<file path="src/inc/tc_alarm_pkg.sv">
package tc_alarm_pkg;

  // Alarm source identifiers; none means no alarm latched
  typedef enum logic [3:0] {
    SRC_NONE, SRC_LTC_PHASE, SRC_COLOUR_PHASE, SRC_LTC_VS_VITC, SRC_DROPOUT,
    SRC_VALIDITY, SRC_TIME_SEQ, SRC_USER_SEQ, SRC_LTC_LEVEL
  } alarm_src_t;

  localparam int NUM_COUNTED = 4;
  localparam int CNT_W       = 8;

  // BCD timecode word
  typedef struct packed {
    logic [7:0] hours;
    logic [7:0] minutes;
    logic [7:0] seconds;
    logic [7:0] frames;
  } timecode_t;

  // Six code flags; slot 2 is parity for LTC, field flag for VITC
  typedef struct packed {
    logic       drop_frame;
    logic       colour_frame;
    logic       parity_field;
    logic [2:0] binary_group;
  } code_flags_t;

  // Enables per source
  typedef struct packed {
    logic ltc_phase;
    logic colour_phase;
    logic ltc_vs_vitc;
    logic dropout;
    logic validity;
    logic time_seq;
    logic user_seq;
    logic ltc_level;
  } alarm_enable_t;

  // Per-event pulses from the readers
  typedef struct packed {
    logic dropout;
    logic validity;
    logic time_seq;
    logic user_seq;
  } reader_events_t;

  // Thresholds and limits; level in tenths of a volt
  typedef struct packed {
    logic [7:0] ltc_phase_bits;
    logic [7:0] dropout_count;
    logic [7:0] validity_count;
    logic [7:0] time_seq_count;
    logic [7:0] user_seq_count;
    logic [7:0] level_min;
    logic [7:0] level_max;
  } alarm_limits_t;

  localparam logic [7:0] DEF_PHASE_BITS = 8'h01;
  localparam logic [7:0] DEF_COUNT      = 8'h01;
  localparam logic [7:0] DEF_LEVEL_MIN  = 8'h01;
  localparam logic [7:0] DEF_LEVEL_MAX  = 8'h1e;

  // Beeper cadence
  localparam int BEEP_HALF_MS     = 250;
  localparam int CLK_KHZ          = 100000;
  localparam int BEEP_HALF_CYCLES = BEEP_HALF_MS * CLK_KHZ;
  localparam int BEEP_CNT_W       = 25;

  // Frame field in BCD; highest legal value is 30
  localparam logic [7:0] FRAMES_MAX_BCD = 8'h30;

  // Serial log record kinds
  typedef enum logic [1:0] {
    LOG_ALARM, LOG_READER_CHANGE, LOG_LEARN
  } log_kind_t;

  typedef struct packed {
    log_kind_t  kind;
    alarm_src_t source;
    logic       vitc_active;
    timecode_t  last_good;
  } log_record_t;

endpackage

</file>
<file path="src/core/threshold_counter.sv">
`timescale 1ns/100ps
module threshold_counter
  import tc_alarm_pkg::*;
(
  // Clock and reset
  input  wire logic             ref_clk_in,
  input  wire logic             rst_in,
  // Events
  input  wire logic             event_in,
  input  wire logic             clear_in,
  input  wire logic [CNT_W-1:0] threshold_in,
  // Result
  output logic                  exceeded_out
);

  logic [CNT_W-1:0] count;

  // Saturates so a long burst of errors cannot wrap below threshold
  always_ff @(posedge ref_clk_in or posedge rst_in) begin
    if (rst_in) begin
      count <= '0;
    end else if (clear_in) begin
      count <= '0; // (RULE21)
    end else if (event_in && count != {CNT_W{1'b1}}) begin
      count <= count + 1'b1;
    end
  end

  assign exceeded_out = (count > threshold_in);

endmodule

</file>
<file path="src/core/timecode_alarm_monitor.sv">
// Contract
// (RULE1) Audible enabled and an enabled alarm triggers: beeper toggles on and off.
// (RULE2) Beeper keeps sounding after the cause disappears, until alarm clear.
// (RULE3) Hold identifier of the most recently triggered alarm source.
// (RULE4) Alarm clear resets latched alarms, silences beeper, clears last-alarm id; code ignores a clear in a cycle where an enabled source triggers.
// (RULE5) Serial monitor on: log alarms with last good time, and reader changes.
// (RULE6) Learn active: send a full timecode report to the serial port.
// (RULE7) Colour phase reported as index 1..4 NTSC, 1..8 PAL.
// (RULE8) Comparison value is VITC minus offset minus LTC, in timecode form.
// (RULE9) Present six code flags: drop, colour, parity/field, three binary groups.
// (RULE10) Parity shown only reading LTC; field flag only reading VITC.
// (RULE11) Report hardware, validity and sequence errors of the active reader.
// (RULE12) Each source has its own enable; counted sources hold separate thresholds.
// (RULE13) LTC phase alarm when offset in bits exceeds threshold, default one.
// (RULE14) Colour phase alarm on any colour phase mismatch with reference.
// (RULE15) LTC versus VITC alarm when VITC minus offset differs from LTC.
// (RULE16) Dropout alarm when dropout count exceeds threshold, default one.
// (RULE17) Validity alarm counts illegal values, like frames above 30, past threshold.
// (RULE18) Time sequence alarm counts bad time order, triggers past threshold.
// (RULE19) User bits sequence alarm counts bad user order, triggers past threshold.
// (RULE20) LTC level alarm below minimum or above maximum, defaults 0.1 and 3.0.
// (RULE21) Alarm clear also zeroes dropout, validity and sequence counters.
// (RULE22) Disabled source raises no new alarm; latched state stays until clear.
`timescale 1ns/100ps
module timecode_alarm_monitor
  import tc_alarm_pkg::*;
#(
  parameter int BEEP_HALF = BEEP_HALF_CYCLES
) (
  // Clock and reset
  input  wire logic                         ref_clk_in,
  input  wire logic                         rst_in,
  // Decoded timecode and reader state
  input  wire tc_alarm_pkg::timecode_t      ltc_time_in,
  input  wire tc_alarm_pkg::timecode_t      vitc_time_in,
  input  wire tc_alarm_pkg::timecode_t      offset_in,
  input  wire logic                         both_assigned_in,
  input  wire logic                         vitc_active_in,
  input  wire logic                         frame_strobe_in,
  input  wire tc_alarm_pkg::code_flags_t    flags_in,
  input  wire tc_alarm_pkg::reader_events_t events_in,
  input  wire logic                         hw_error_in,
  // Measurements against reference video
  input  wire logic [7:0]                   ltc_phase_bits_in,
  input  wire logic [2:0]                   code_colour_field_in,
  input  wire logic [2:0]                   ref_colour_field_in,
  input  wire logic                         pal_in,
  input  wire logic [7:0]                   ltc_level_in,
  // Configuration
  input  wire tc_alarm_pkg::alarm_enable_t  enable_in,
  input  wire tc_alarm_pkg::alarm_limits_t  limits_in,
  input  wire logic                         audible_en_in,
  input  wire logic                         serial_monitor_en_in,
  input  wire logic                         learn_in,
  input  wire logic                         alarm_clear_key_in,
  // Alarm outputs
  output logic                              beeper_out,
  output logic                              alarm_active_out,
  output tc_alarm_pkg::alarm_src_t          last_alarm_out,
  // Overlay values
  output logic [3:0]                        colour_index_out,
  output tc_alarm_pkg::timecode_t           compare_out,
  output tc_alarm_pkg::code_flags_t         flags_out,
  output logic                              flag_parity_shown_out,
  output logic                              flag_field_shown_out,
  output logic [2:0]                        code_errors_out,
  // Serial log
  output logic                              log_valid_out,
  output tc_alarm_pkg::log_record_t         log_record_out,
  input  wire logic                         log_ready_in
);

  logic [NUM_COUNTED-1:0] counted_event;
  logic [NUM_COUNTED-1:0] counted_en;
  logic [NUM_COUNTED-1:0] exceeded;
  logic [CNT_W-1:0]       counted_thr [NUM_COUNTED];
  logic [8:0]             trig;
  logic                   latched;
  logic [BEEP_CNT_W-1:0]  beep_cnt;
  logic                   beep_phase;
  logic                   prev_vitc;
  logic                   prev_learn;
  timecode_t              last_good;
  timecode_t              vitc_less_off;
  timecode_t              next_compare;
  alarm_src_t             next_src;
  logic                   frames_bad;

  // BCD subtraction over h:m:s:f; frames wrap at 30 as a plain counter
  function automatic logic [7:0] bcd_sub(input logic [7:0] a, input logic [7:0] b,
                                         input logic bin, input logic [7:0] modulo,
                                         output logic bout);
    logic [7:0] av;
    logic [7:0] bv;
    logic [7:0] r;
    av = 8'(a[7:4]) * 8'h0a + 8'(a[3:0]);
    bv = 8'(b[7:4]) * 8'h0a + 8'(b[3:0]) + 8'(bin);
    if (av >= bv) begin
      r = av - bv;
      bout = 1'b0;
    end else begin
      r = av + modulo - bv;
      bout = 1'b1;
    end
    return {4'(r / 8'h0a), 4'(r % 8'h0a)};
  endfunction

  function automatic timecode_t tc_sub(input timecode_t a, input timecode_t b);
    timecode_t r;
    logic      br;
    r.frames  = bcd_sub(a.frames, b.frames, 1'b0, 8'h1e, br);
    r.seconds = bcd_sub(a.seconds, b.seconds, br, 8'h3c, br);
    r.minutes = bcd_sub(a.minutes, b.minutes, br, 8'h3c, br);
    r.hours   = bcd_sub(a.hours, b.hours, br, 8'h18, br);
    return r;
  endfunction

  assign vitc_less_off = tc_sub(vitc_time_in, offset_in);
  assign next_compare  = tc_sub(vitc_less_off, ltc_time_in); // (RULE8)

  // Counted sources share one structure
  assign counted_event = {events_in.dropout, events_in.validity | frames_bad,
                          events_in.time_seq, events_in.user_seq};
  assign counted_en    = {enable_in.dropout, enable_in.validity,
                          enable_in.time_seq, enable_in.user_seq}; // (RULE12)
  assign counted_thr[3] = limits_in.dropout_count;
  assign counted_thr[2] = limits_in.validity_count;
  assign counted_thr[1] = limits_in.time_seq_count;
  assign counted_thr[0] = limits_in.user_seq_count;

  assign frames_bad = frame_strobe_in &&
                      ((vitc_active_in ? vitc_time_in.frames : ltc_time_in.frames)
                       > FRAMES_MAX_BCD); // (RULE17)

  for (genvar i = 0; i < NUM_COUNTED; i++) begin : g_count
    threshold_counter u_cnt (
      .ref_clk_in   (ref_clk_in),
      .rst_in       (rst_in),
      .event_in     (counted_event[i]),
      .clear_in     (alarm_clear_key_in),
      .threshold_in (counted_thr[i]),
      .exceeded_out (exceeded[i])
    ); // (RULE16) (RULE18) (RULE19)
  end

  // Trigger vector, index order matches source code order
  always_comb begin
    trig    = '0;
    trig[1] = enable_in.ltc_phase && (ltc_phase_bits_in > limits_in.ltc_phase_bits); // (RULE13)
    trig[2] = enable_in.colour_phase &&
              (code_colour_field_in != ref_colour_field_in); // (RULE14)
    trig[3] = enable_in.ltc_vs_vitc && both_assigned_in &&
              (vitc_less_off != ltc_time_in); // (RULE15)
    trig[4] = counted_en[3] && exceeded[3];
    trig[5] = counted_en[2] && exceeded[2];
    trig[6] = counted_en[1] && exceeded[1];
    trig[7] = counted_en[0] && exceeded[0];
    trig[8] = enable_in.ltc_level && ((ltc_level_in < limits_in.level_min) ||
                                      (ltc_level_in > limits_in.level_max)); // (RULE20)
  end

  // Highest index wins when several fire together
  always_comb begin
    next_src = SRC_NONE;
    for (int k = 1; k < 9; k++) begin
      if (trig[k]) begin
        next_src = alarm_src_t'(k);
      end
    end
  end

  // Latch: a trigger in the clear cycle survives the clear
  always_ff @(posedge ref_clk_in or posedge rst_in) begin
    if (rst_in) begin
      latched        <= 1'b0;
      last_alarm_out <= SRC_NONE;
    end else if (next_src != SRC_NONE) begin
      latched        <= 1'b1; // (RULE22)
      last_alarm_out <= next_src; // (RULE3)
    end else if (alarm_clear_key_in) begin
      latched        <= 1'b0; // (RULE4)
      last_alarm_out <= SRC_NONE;
    end
  end

  assign alarm_active_out = latched; // (RULE2)

  // Beeper cadence
  always_ff @(posedge ref_clk_in or posedge rst_in) begin
    if (rst_in) begin
      beep_cnt   <= '0;
      beep_phase <= 1'b0;
    end else if (!latched) begin
      beep_cnt   <= '0;
      beep_phase <= 1'b0;
    end else if (beep_cnt == BEEP_CNT_W'(BEEP_HALF - 1)) begin
      beep_cnt   <= '0;
      beep_phase <= ~beep_phase; // (RULE1)
    end else begin
      beep_cnt <= beep_cnt + 1'b1;
    end
  end

  always_ff @(posedge ref_clk_in or posedge rst_in) begin
    if (rst_in) begin
      beeper_out <= 1'b0;
    end else begin
      beeper_out <= audible_en_in && latched && !beep_phase; // (RULE1)
    end
  end

  // Overlay values
  always_ff @(posedge ref_clk_in or posedge rst_in) begin
    if (rst_in) begin
      colour_index_out <= 4'h0;
      compare_out      <= '0;
      flags_out        <= '0;
      code_errors_out  <= 3'h0;
    end else begin
      // Index 1-based; NTSC folds into four fields
      colour_index_out <= pal_in ? 4'(code_colour_field_in) + 4'h1
                                 : 4'(code_colour_field_in[1:0]) + 4'h1; // (RULE7)
      if (both_assigned_in) begin
        compare_out <= next_compare; // (RULE8)
      end
      flags_out       <= flags_in; // (RULE9)
      code_errors_out <= {hw_error_in, events_in.validity | frames_bad,
                          events_in.time_seq | events_in.user_seq}; // (RULE11)
    end
  end

  assign flag_parity_shown_out = !vitc_active_in; // (RULE10)
  assign flag_field_shown_out  = vitc_active_in; // (RULE10)

  // Last good time is the last frame read with no hardware error and frames in range
  always_ff @(posedge ref_clk_in or posedge rst_in) begin
    if (rst_in) begin
      last_good  <= '0;
      prev_vitc  <= 1'b0;
      prev_learn <= 1'b0;
    end else begin
      if (frame_strobe_in && !hw_error_in && !frames_bad) begin
        last_good <= vitc_active_in ? vitc_time_in : ltc_time_in;
      end
      prev_vitc  <= vitc_active_in;
      prev_learn <= learn_in;
    end
  end

  // Log record holds until taken; new events while busy are dropped
  always_ff @(posedge ref_clk_in or posedge rst_in) begin
    if (rst_in) begin
      log_valid_out  <= 1'b0;
      log_record_out <= '0;
    end else if (log_valid_out && !log_ready_in) begin
      log_valid_out <= 1'b1;
    end else if (learn_in && !prev_learn) begin
      log_valid_out  <= 1'b1; // (RULE6)
      log_record_out <= '{kind: LOG_LEARN, source: SRC_NONE,
                          vitc_active: vitc_active_in, last_good: last_good};
    end else if (serial_monitor_en_in && next_src != SRC_NONE &&
                 (!latched || next_src != last_alarm_out)) begin
      log_valid_out  <= 1'b1; // (RULE5)
      log_record_out <= '{kind: LOG_ALARM, source: next_src,
                          vitc_active: vitc_active_in, last_good: last_good};
    end else if (serial_monitor_en_in && vitc_active_in != prev_vitc) begin
      log_valid_out  <= 1'b1; // (RULE5)
      log_record_out <= '{kind: LOG_READER_CHANGE, source: SRC_NONE,
                          vitc_active: vitc_active_in, last_good: last_good};
    end else begin
      log_valid_out <= 1'b0;
    end
  end

endmodule

</file>
<file path="config.mk">
export PLATFORM = sky130hd
export DESIGN_NAME = timecode_alarm_monitor
export DESIGN_NICKNAME = d
export VERILOG_FILES = /design/src/inc/tc_alarm_pkg.sv /design/src/core/threshold_counter.sv /design/src/core/timecode_alarm_monitor.sv
export SDC_FILE = /design/constraint.sdc
export NUM_CORES = 1
export LEC_CHECK = 0
export BUFFER_PORTS_ARGS = -buffer_cell sky130_fd_sc_hd__buf_2
export CORE_MARGIN = 8
export CORE_UTILIZATION = 65
export DETAILED_ROUTE_END_ITERATION = 8
export PLACE_DENSITY = 0.83
export SLEW_MARGIN = 20
export SYNTH_ARGS = -nofsm -noshare
export SYNTH_HDL_FRONTEND = slang
export SYNTH_SLANG_ARGS = --single-unit
export TNS_END_PERCENT = 50
</file>
<file path="constraint.sdc">
create_clock -name ref_clk_in -period 9 [get_ports ref_clk_in]
set_clock_uncertainty 0.05 [all_clocks]
set_input_delay 0.9 -clock ref_clk_in [delete_from_list [all_inputs] [get_ports ref_clk_in]]
set_output_delay 0.9 -clock ref_clk_in [all_outputs]
set_load 0.02 [all_outputs]
</file>
==> results of run 1 <==
-- layer usage --
layer | track usage, % | overflow
met1 | 71.08 | 1
met2 | 90.73 | 76
met3 | 63.48 | 3
met4 | 78.51 | 47
met5 | 31.58 | 0
-- per-stage QoR --
| stage | TNS [ns] | cells | util, % | setup slack, ns | area, um^2 |
|---|---|---|---|---|---|
| 3_5_place_dp | -517.77 | 4746 | 88.10 | -9.688 | 34840 |
| 2_1_floorplan | -437.55 | 3127 | - | -8.914 | 26580 |
| 3_3_place_gp | -475.35 | 4746 | 88.10 | -8.864 | 34840 |
| 4_1_cts | -475.91 | 4878 | 95.53 | -8.388 | 37780 |
-- cell families after synthesis --
family                     count (synthesis)
AOI/OAI and AO/OA                        771
xor gates and xnor gates                 275
adders and majority gates                409
buffers and inverters                    397
DFF                                      183
muxes                                    153
and+or+nand+nor                          939
-- what timing repair did --
action,4_1_cts
endpoints found under the setup margin,75
cloned,5
resized for setup,309
setup buffers,97
endpoints found under the hold margin,0
hold buffers,0
pin swaps,196
==> flow_summary.yaml, run 1 <==
global_route:
  grt_start_max_net_pins: 106
  first_pass_grt_wire_length_um: 270900
  first_global_vias: 42617
  gr-usage-all-layers_pct: 74.91
  overflow: 127
run_status:
  run_status: "stopped before the end"
  lastStage: "5_1_grt"
  first-error: "[ERROR GRT-0116] Global routing finished with congestion. Check the congestion regions in the DRC Viewer."
synth:
  synth_top_flop_cell: "sky130_fd_sc_hd__dfrtp_1"
  yosys.cell_count.top_type: "sky130_fd_sc_hd__inv_1"
  postSynthCellCount: 3127
  post_synth_mux_area_share_pct: 6.671
  synth-warning-count: 0
  synth_cell_types: 109
  post_synth_xor_area_fraction_pct: 9.418
  yosys-top-cells-area: "sky130_fd_sc_hd__dfrtp_1, sky130_fd_sc_hd__ha_1, sky130_fd_sc_hd__xnor2_1, sky130_fd_sc_hd__fa_1, sky130_fd_sc_hd__inv_1"
  post_synth_most_frequent_cells: "sky130_fd_sc_hd__inv_1, sky130_fd_sc_hd__ha_1, sky130_fd_sc_hd__nor2_1"
  synth_simple_gate_area_share_pct: 18.37
  synth_top_cell_area_share_pct: 17.70
  synth_nets: 3729
  synth.yosys.seq_area_share_pct: 17.70
  syn_avg_cell_area_um2: 8.272
  yosys.area_share.adder_pct: 21.66
  synth_top_family_by_area: "adder cells"
  synth_seq_cells: 183
  share_of_async_settable_or_async_resettable_flops_after_synthesis_pct: 100.0
  yosys.area.top_type: "sky130_fd_sc_hd__dfrtp_1"
  synth.cell_area_um2: 25870
  synth_edf_count: 0
  synth_compound_area_share_pct: 20.22
clock_network:
  clock_sink_count: 183
  numCtsBuffers: 17
  ctsLongestPathBuffers: 2
  cts.root.buffer_cell: "sky130_fd_sc_hd__clkbuf_16"
  cts_max_level: 4
placement:
  placer_congestion: 1.027
  port_buffers: 296
  dp_hpwl_um: 78920
floorplanning:
  initial_utilization_pct: 65.40
  die_h_um: 215.5
  num_rows: 73
  io-pin-count: 297
  die_x_um: 215.5
==> run 2: changes to the inputs <==
--- a/config.mk
+++ b/config.mk
@@ -7,9 +7,9 @@
 export LEC_CHECK = 0
 export BUFFER_PORTS_ARGS = -buffer_cell sky130_fd_sc_hd__buf_2
 export CORE_MARGIN = 8
-export CORE_UTILIZATION = 65
+export CORE_UTILIZATION = 40
 export DETAILED_ROUTE_END_ITERATION = 8
-export PLACE_DENSITY = 0.83
+export PLACE_DENSITY_LB_ADDON = 0.15
 export SLEW_MARGIN = 20
 export SYNTH_ARGS = -nofsm -noshare
 export SYNTH_HDL_FRONTEND = slang
==> run 2 against run 1 <==
Compared with the run above: the flow now finishes, with violations (setup timing); synthesized cell count is the same; area after synthesis is the same.
==> flow_summary.yaml, run 2 <==
sta:
  final_clock_period_utilization_by_the_worst_path_pct: 194.1
  final_hold_viol_count: 0
  postLayoutSetupSlackWorst_ns: -8.465
  worst_pin_slew_ns: 1.008
  max-slew-margin-rel_pct: 32.09
  timing.final.crit_period_ns: 17.46
  report.final.slew_viol_count: 0
  finalSetupViolCount: 73
  setup_repair_after_global_routing_missed_its_margin: "yes"
  holdWs_ns: 0.4138
  timing.fmax_mhz: 57.26
setup_path:
  worst_ep_arrival_time_ns: 17.84
  maximum_net_fanout_on_the_critical_path: 4
  cp_launch_point: "vitc_time_in[5]"
  critical_path_class: "in2reg"
  worstPathRequired_ns: 9.38
  path_delay_family: "adder cells"
  timing.critical_path.from_type: "input pin"
  timing.rr.start: "g_count[2].u_cnt.count[1]"
  max_stage_delay_ns: 0.54
  critical_path.endpoint_type: "register"
  worst_path_slowest_cell: "sky130_fd_sc_hd__or4_1"
  cp.buffers_inverters: 17
  r2r_slack_ns: 4.85
  worst_path_most_repeated_cell: "sky130_fd_sc_hd__ha_4"
synth:
  yosys.area.top_type: "sky130_fd_sc_hd__dfrtp_1"
  yosys.cell_count.top_type: "sky130_fd_sc_hd__inv_1"
  synth_seq_cells: 183
  post_synth_most_frequent_cells: "sky130_fd_sc_hd__inv_1, sky130_fd_sc_hd__ha_1, sky130_fd_sc_hd__nor2_1"
  synth_top_cell_area_share_pct: 17.70
  postSynthCellCount: 3127
  yosys-top-cells-area: "sky130_fd_sc_hd__dfrtp_1, sky130_fd_sc_hd__ha_1, sky130_fd_sc_hd__xnor2_1, sky130_fd_sc_hd__fa_1, sky130_fd_sc_hd__inv_1"
  syn_avg_cell_area_um2: 8.272
  synth.cell_area_um2: 25870
  share_of_async_settable_or_async_resettable_flops_after_synthesis_pct: 100.0
  synth-warning-count: 0
  synth_cell_types: 109
  synth_top_flop_cell: "sky130_fd_sc_hd__dfrtp_1"
  synth_nets: 3729
  synth_edf_count: 0
  synth.yosys.seq_area_share_pct: 17.70
global_route:
  grt_start_max_net_pins: 115
  first_pass_grt_wire_length_um: 147400
  grt_antenna_before_repair: 3
  overflow: 0
  gr-usage-all-layers_pct: 24.28
  first_global_vias: 28541
cells_and_area:
  layout.cells.most_common_list: "sky130_fd_sc_hd__buf_4, sky130_fd_sc_hd__inv_1, sky130_fd_sc_hd__buf_2"
  drive_above_1_share_pct: 39.93
  top_register: "log_record_out"
  area_delta_synth_final_pct: 49.20
  design.final.nets: 4962
  largest_register_ff_count: 39
  filler_cell_count: 5673
  design_area_um2: 38590
  final-instance-count-excl-fill: 5229
  final_core_util_pct: 60.08
  layout_commonest_cell: "sky130_fd_sc_hd__buf_4"
placement:
  port_buffers: 296
  placer_congestion: 0.9086
  dp_hpwl_um: 75300
  numPlacedInstances: 5112
  postPlaceCellArea_um2: 35530
detailed_routing:
  finalWirelength_um: 92520
  viasPerCell: 5.322
  route.antenna.remaining_nets: 0
  detail_route.wl_per_cell_um: 17.69
  first_iter_violations: 1397
  dr_total_vias: 27831
  drt_first_pass_iters: 5
  drc: 0
clock_network:
  cts_max_level: 4
  numCtsBuffers: 17
  ctsLongestPathBuffers: 2
  clock_sink_count: 183
  cts_hold_buf: 0
  tritoncts_clock_tree: "built"
  clk_latency_ns: 0.49
  cts.root.buffer_cell: "sky130_fd_sc_hd__clkbuf_16"
  worst_setup_hold_path_clk_slew_ns: 0.08
floorplanning:
  die_x_um: 270.3
  floorplan.die_area_um2: 73060
  io-pin-count: 297
  num_rows: 93
  die_h_um: 270.3
  core_area_um2: 64230
  initial_utilization_pct: 40.27
run_status:
  violations: "setup timing"
  run_status: "complete, but fails checks"
run:
  timing.max_cap.violations: 0
hold_path:
  worst_hold_path_class: "reg2reg"
  hold_path.startpoint: "beep_phase"
## run 2: cell counts after synthesis
No cell type changed its count.
## run 2: path summary, 6_finish.rpt
path	end	cells after the start
max in group asynchronous	last_good[3]	3
worst max-delay path	compare_out[26]	88
min in group asynchronous	log_record_out[37]	2
worst min register to register	beeper_out	1
worst min-delay path	beeper_out	1
worst max register to register	log_record_out[4]	18
## run 2: area by class of cell
type / count / area, um^2 / area share, %
Antenna cell: 1 / 2.502 / 0.006484
Clock buffer: 19 / 442.9 / 1.148
Clock inverter: 13 / 162.7 / 0.4215
Tap cell: 855 / 1070 / 2.772
Timing Repair Buffer: 1276 / 9112 / 23.61
Inverter: 335 / 1272 / 3.297
Multi-Input combinational cell: 2547 / 21950 / 56.88
Sequential cell: 183 / 4579 / 11.87
## run 2: kinds of logic after synthesis
| kind of cell | after synthesis | share of synthesized area [%] |
|---|---|---|
| multiplexers | 153 | 6.671 |
| adder cells (fa/ha/maj) | 409 | 21.66 |
| AND/OR/NAND/NOR | 939 | 18.37 |
| buffers and inverters | 397 | 5.959 |
| AO/OA/AOI/OAI | 771 | 20.22 |
| XOR/XNOR | 275 | 9.418 |
| flip-flops | 183 | 17.70 |
## run 2: what timing repair did
action,4_1_cts,5_1_grt
setup endpoints to repair,75,75
gates cloned,3,0
resized for setup,158,193
pin swaps,101,108
buffers inserted,51,34
hold endpoints to repair,0,0
## run 2: layer usage
layer / track usage (%) / share of wire (%) / vias to the layer above / wire length (um)
li1: - / - / 13636 / -
met1: 30.70 / 45 / 13421 / 41460
met2: 42.57 / 48 / 641 / 44610
met3: 3.417 / 4.0 / 131 / 3683
met4: 7.171 / 3.0 / 2 / 2744
met5: 0 / 0.014 / - / 13
## run 2: metrics by stage
stage	worst slack [ns]	setup TNS [ns]
6_report	-8.465	-475.76
5_1_grt	-9.141	-522.18
3_3_place_gp	-8.990	-499.26
2_1_floorplan	-8.914	-437.55
4_1_cts	-8.302	-419.05
3_5_place_dp	-9.436	-509.21
Power of run 2 is not shown: default switching activity piles up to over one toggle a cycle in this logic, so the estimate is an artifact.
==> run 3: changes to the inputs <==
--- a/config.mk
+++ b/config.mk
@@ -5,6 +5,7 @@
 export SDC_FILE = /design/constraint.sdc
 export NUM_CORES = 1
 export LEC_CHECK = 0
+export ABC_AREA = 1
 export BUFFER_PORTS_ARGS = -buffer_cell sky130_fd_sc_hd__buf_2
 export CORE_MARGIN = 8
 export CORE_UTILIZATION = 40
==> run 3 against run 2 <==
Compared with the run above: the run still ends with setup timing left; synthesized cell count up 6.8%; die area down 9.4%; first-iteration DRC count down 20%; cell count down 2.0%; setup slack better by 1.4 ns; critical path depth up 31; clock-buffer cell count up 1; critical endpoint is now compare_out[27]; wire length down 23%; flip-flop and latch count unchanged.
==> flow_summary.yaml, run 3 <==
run_status:
  run_status: "complete, but fails checks"
  violations: "setup timing"
synth:
  synth_cell_types: 61
  yosys.cell_count.top_type: "sky130_fd_sc_hd__nand2_1"
  postSynthCellCount: 3341
  syn_avg_cell_area_um2: 6.968
  synth_top_flop_cell: "sky130_fd_sc_hd__dfrtp_1"
  yosys.area.top_type: "sky130_fd_sc_hd__dfrtp_1"
  synth_top_cell_area_share_pct: 19.67
  synth.yosys.seq_area_share_pct: 19.67
  synth_nets: 3943
  synth.cell_area_um2: 23280
  synth_edf_count: 0
  post_synth_most_frequent_cells: "sky130_fd_sc_hd__nand2_1, sky130_fd_sc_hd__inv_1, sky130_fd_sc_hd__ha_1"
  synth-warning-count: 0
  synth_seq_cells: 183
  share_of_async_settable_or_async_resettable_flops_after_synthesis_pct: 100.0
  yosys-top-cells-area: "sky130_fd_sc_hd__dfrtp_1, sky130_fd_sc_hd__ha_1, sky130_fd_sc_hd__nand2_1, sky130_fd_sc_hd__inv_1, sky130_fd_sc_hd__fa_1"
sta:
  max-slew-margin-rel_pct: 31.14
  report.final.slew_viol_count: 0
  timing.setup.tns_ns: -332.09
  setup_repair_after_global_routing_missed_its_margin: "yes"
  postLayoutSetupSlackWorst_ns: -7.029
  holdWs_ns: 0.4132
  final_clock_period_utilization_by_the_worst_path_pct: 178.1
  worst_pin_slew_ns: 1.027
  finalSetupViolCount: 74
  timing.final.crit_period_ns: 16.03
  final_hold_viol_count: 0
  timing.fmax_mhz: 62.39
floorplanning:
  die_h_um: 257.3
  num_rows: 88
  floorplan.die_area_um2: 66180
  io-pin-count: 297
  initial_utilization_pct: 40.43
  die_x_um: 257.3
  core_area_um2: 57590
setup_path:
  max_stage_delay_ns: 0.56
  worstPathRequired_ns: 9.28
  critical_path.endpoint_type: "register"
  maximum_net_fanout_on_the_critical_path: 7
  regToRegEndpoint: "log_record_out[0]"
  cp_launch_point: "offset_in[7]"
  r2r_slack_ns: 5.88
  timing.critical_path.from_type: "input pin"
  worst_path_slowest_cell: "sky130_fd_sc_hd__fa_1"
  critical_path_class: "in2reg"
  worst_path_most_repeated_cell: "sky130_fd_sc_hd__inv_2"
  timing.rr.start: "g_count[0].u_cnt.count[3]"
  worstSetupEndpoint: "compare_out[27]"
  worst_ep_arrival_time_ns: 16.31
  timing.reg2reg.worst_path_depth: 19
clock_network:
  cts.root.buffer_cell: "sky130_fd_sc_hd__clkbuf_16"
  ctsLongestPathBuffers: 2
  cts_max_level: 4
  worst_setup_hold_path_clk_slew_ns: 0.07
  numCtsBuffers: 17
  clock_sink_count: 183
  clk_latency_ns: 0.44
  tritoncts_clock_tree: "built"
  cts_hold_buf: 0
placement:
  dp_hpwl_um: 59190
  postPlaceCellArea_um2: 31150
  placer_congestion: 0.8591
  dp_worst_setup_slack_ns: -7.689
  port_buffers: 296
hold_path:
  worst_hold_path_class: "reg2reg"
global_route:
  first_pass_grt_wire_length_um: 116200
  grt_antenna_before_repair: 11
  first_global_vias: 23710
  overflow: 0
  grt_start_max_net_pins: 124
  gr-usage-all-layers_pct: 21.09
detailed_routing:
  finalWirelength_um: 71300
  route.antenna.remaining_nets: 0
  detail_route.wl_per_cell_um: 13.92
  dr_total_vias: 23946
  first_iter_violations: 1112
  drc: 0
  drt_first_pass_iters: 5
  viasPerCell: 4.674
cells_and_area:
  register_area_um2: 4579
  largest_register_ff_count: 39
  top_register: "log_record_out"
  filler_cell_count: 5433
  design_area_um2: 33500
  drive_above_1_share_pct: 34.76
  layout.cells.most_common_list: "sky130_fd_sc_hd__nand2_1, sky130_fd_sc_hd__buf_4, sky130_fd_sc_hd__inv_1"
  area_delta_synth_final_pct: 43.88
  multiInputGateArea_um2: 17900
  layout_commonest_cell: "sky130_fd_sc_hd__nand2_1"
  design.final.nets: 4942
run:
  timing.max_cap.violations: 0
run 3: cell types whose count changed after synthesis, sizes merged, moves of 52 or more:
cell	before	now
a21o	61	5
inv	335	627
mux2	61	1
mux2i	91	1
nand2	172	895
nand3	80	263
nor2	265	183
nor2b	52	0
xnor2	169	63
run 3: cells by family after synthesis:
| kind of cell | share of synthesized area (%) |
|---|---|
| AND/OR/NAND/NOR | 27.76 |
| buffers and inverters | 11.15 |
| AO/OA/AOI/OAI | 10.29 |
| adder cells (fa/ha/maj) | 23.58 |
| XOR/XNOR | 7.460 |
| flip-flops | 19.67 |
| multiplexers | 0.09136 |
run 3: metal layers:
layer  global-route usage [%]  up-vias  share of wire (%)
li1                         -    12637                  -
met5                        0        -              0.080
met1                    27.23    10813                 47
met4                    4.556       10                2.1
met2                    36.42      399                 46
met3                    3.807       87                4.8
run 3: metrics by stage:
| stage | std cells | util (%) |
|---|---|---|
| 2_1_floorplan | 3341 | - |
| 3_3_place_gp | 5010 | 54.09 |
| 3_5_place_dp | 5010 | 54.09 |
| 4_1_cts | 5097 | 56.92 |
| 5_1_grt | 5119 | 58.15 |
| 6_report | 5123 | 58.17 |
run 3: worst max-delay path, delay by kind of cell:
family | cells | cell delay (ns)
adders and majority gates | 22 | 5.87
and+or+nand+nor | 48 | 4.45
xor gates and xnor gates | 7 | 1.19
AOI/OAI and AO/OA | 13 | 1.68
buffers and inverters | 29 | 2.18
run 3: worst min-delay path by stage:
stage | start | end | slack, ns | depth (start not counted)
after global routing | log_record_out[18] | log_record_out[18] | 0.43 | 2
after CTS | beep_phase | beeper_out | 0.41 | 1
after floorplan | beep_phase | beeper_out | 0.36 | 1
after global placement | beep_phase | beeper_out | 0.40 | 1
after detailed placement | beep_phase | beeper_out | 0.40 | 1
final | beep_cnt[0] | beep_cnt[0] | 0.41 | 1
run 3: area by class of cell:
type | count | share of cell area [%]
inverter | 632 | 7.150
clock buffer | 20 | 1.363
timing repair buffer | 1021 | 21.00
tap | 765 | 2.858
antenna | 5 | 0.03735
multi-input combinational | 2485 | 53.43
clock inverter | 12 | 0.4893
sequential | 183 | 13.67
run 3: timing repair:
| item | in CTS | in global routing |
|---|---|---|
| pin swaps | 114 | 107 |
| resized for setup | 145 | 127 |
| endpoints found under the setup margin | 74 | 75 |
| buffers inserted | 60 | 22 |
Power of run 3 is left out for the same reason.
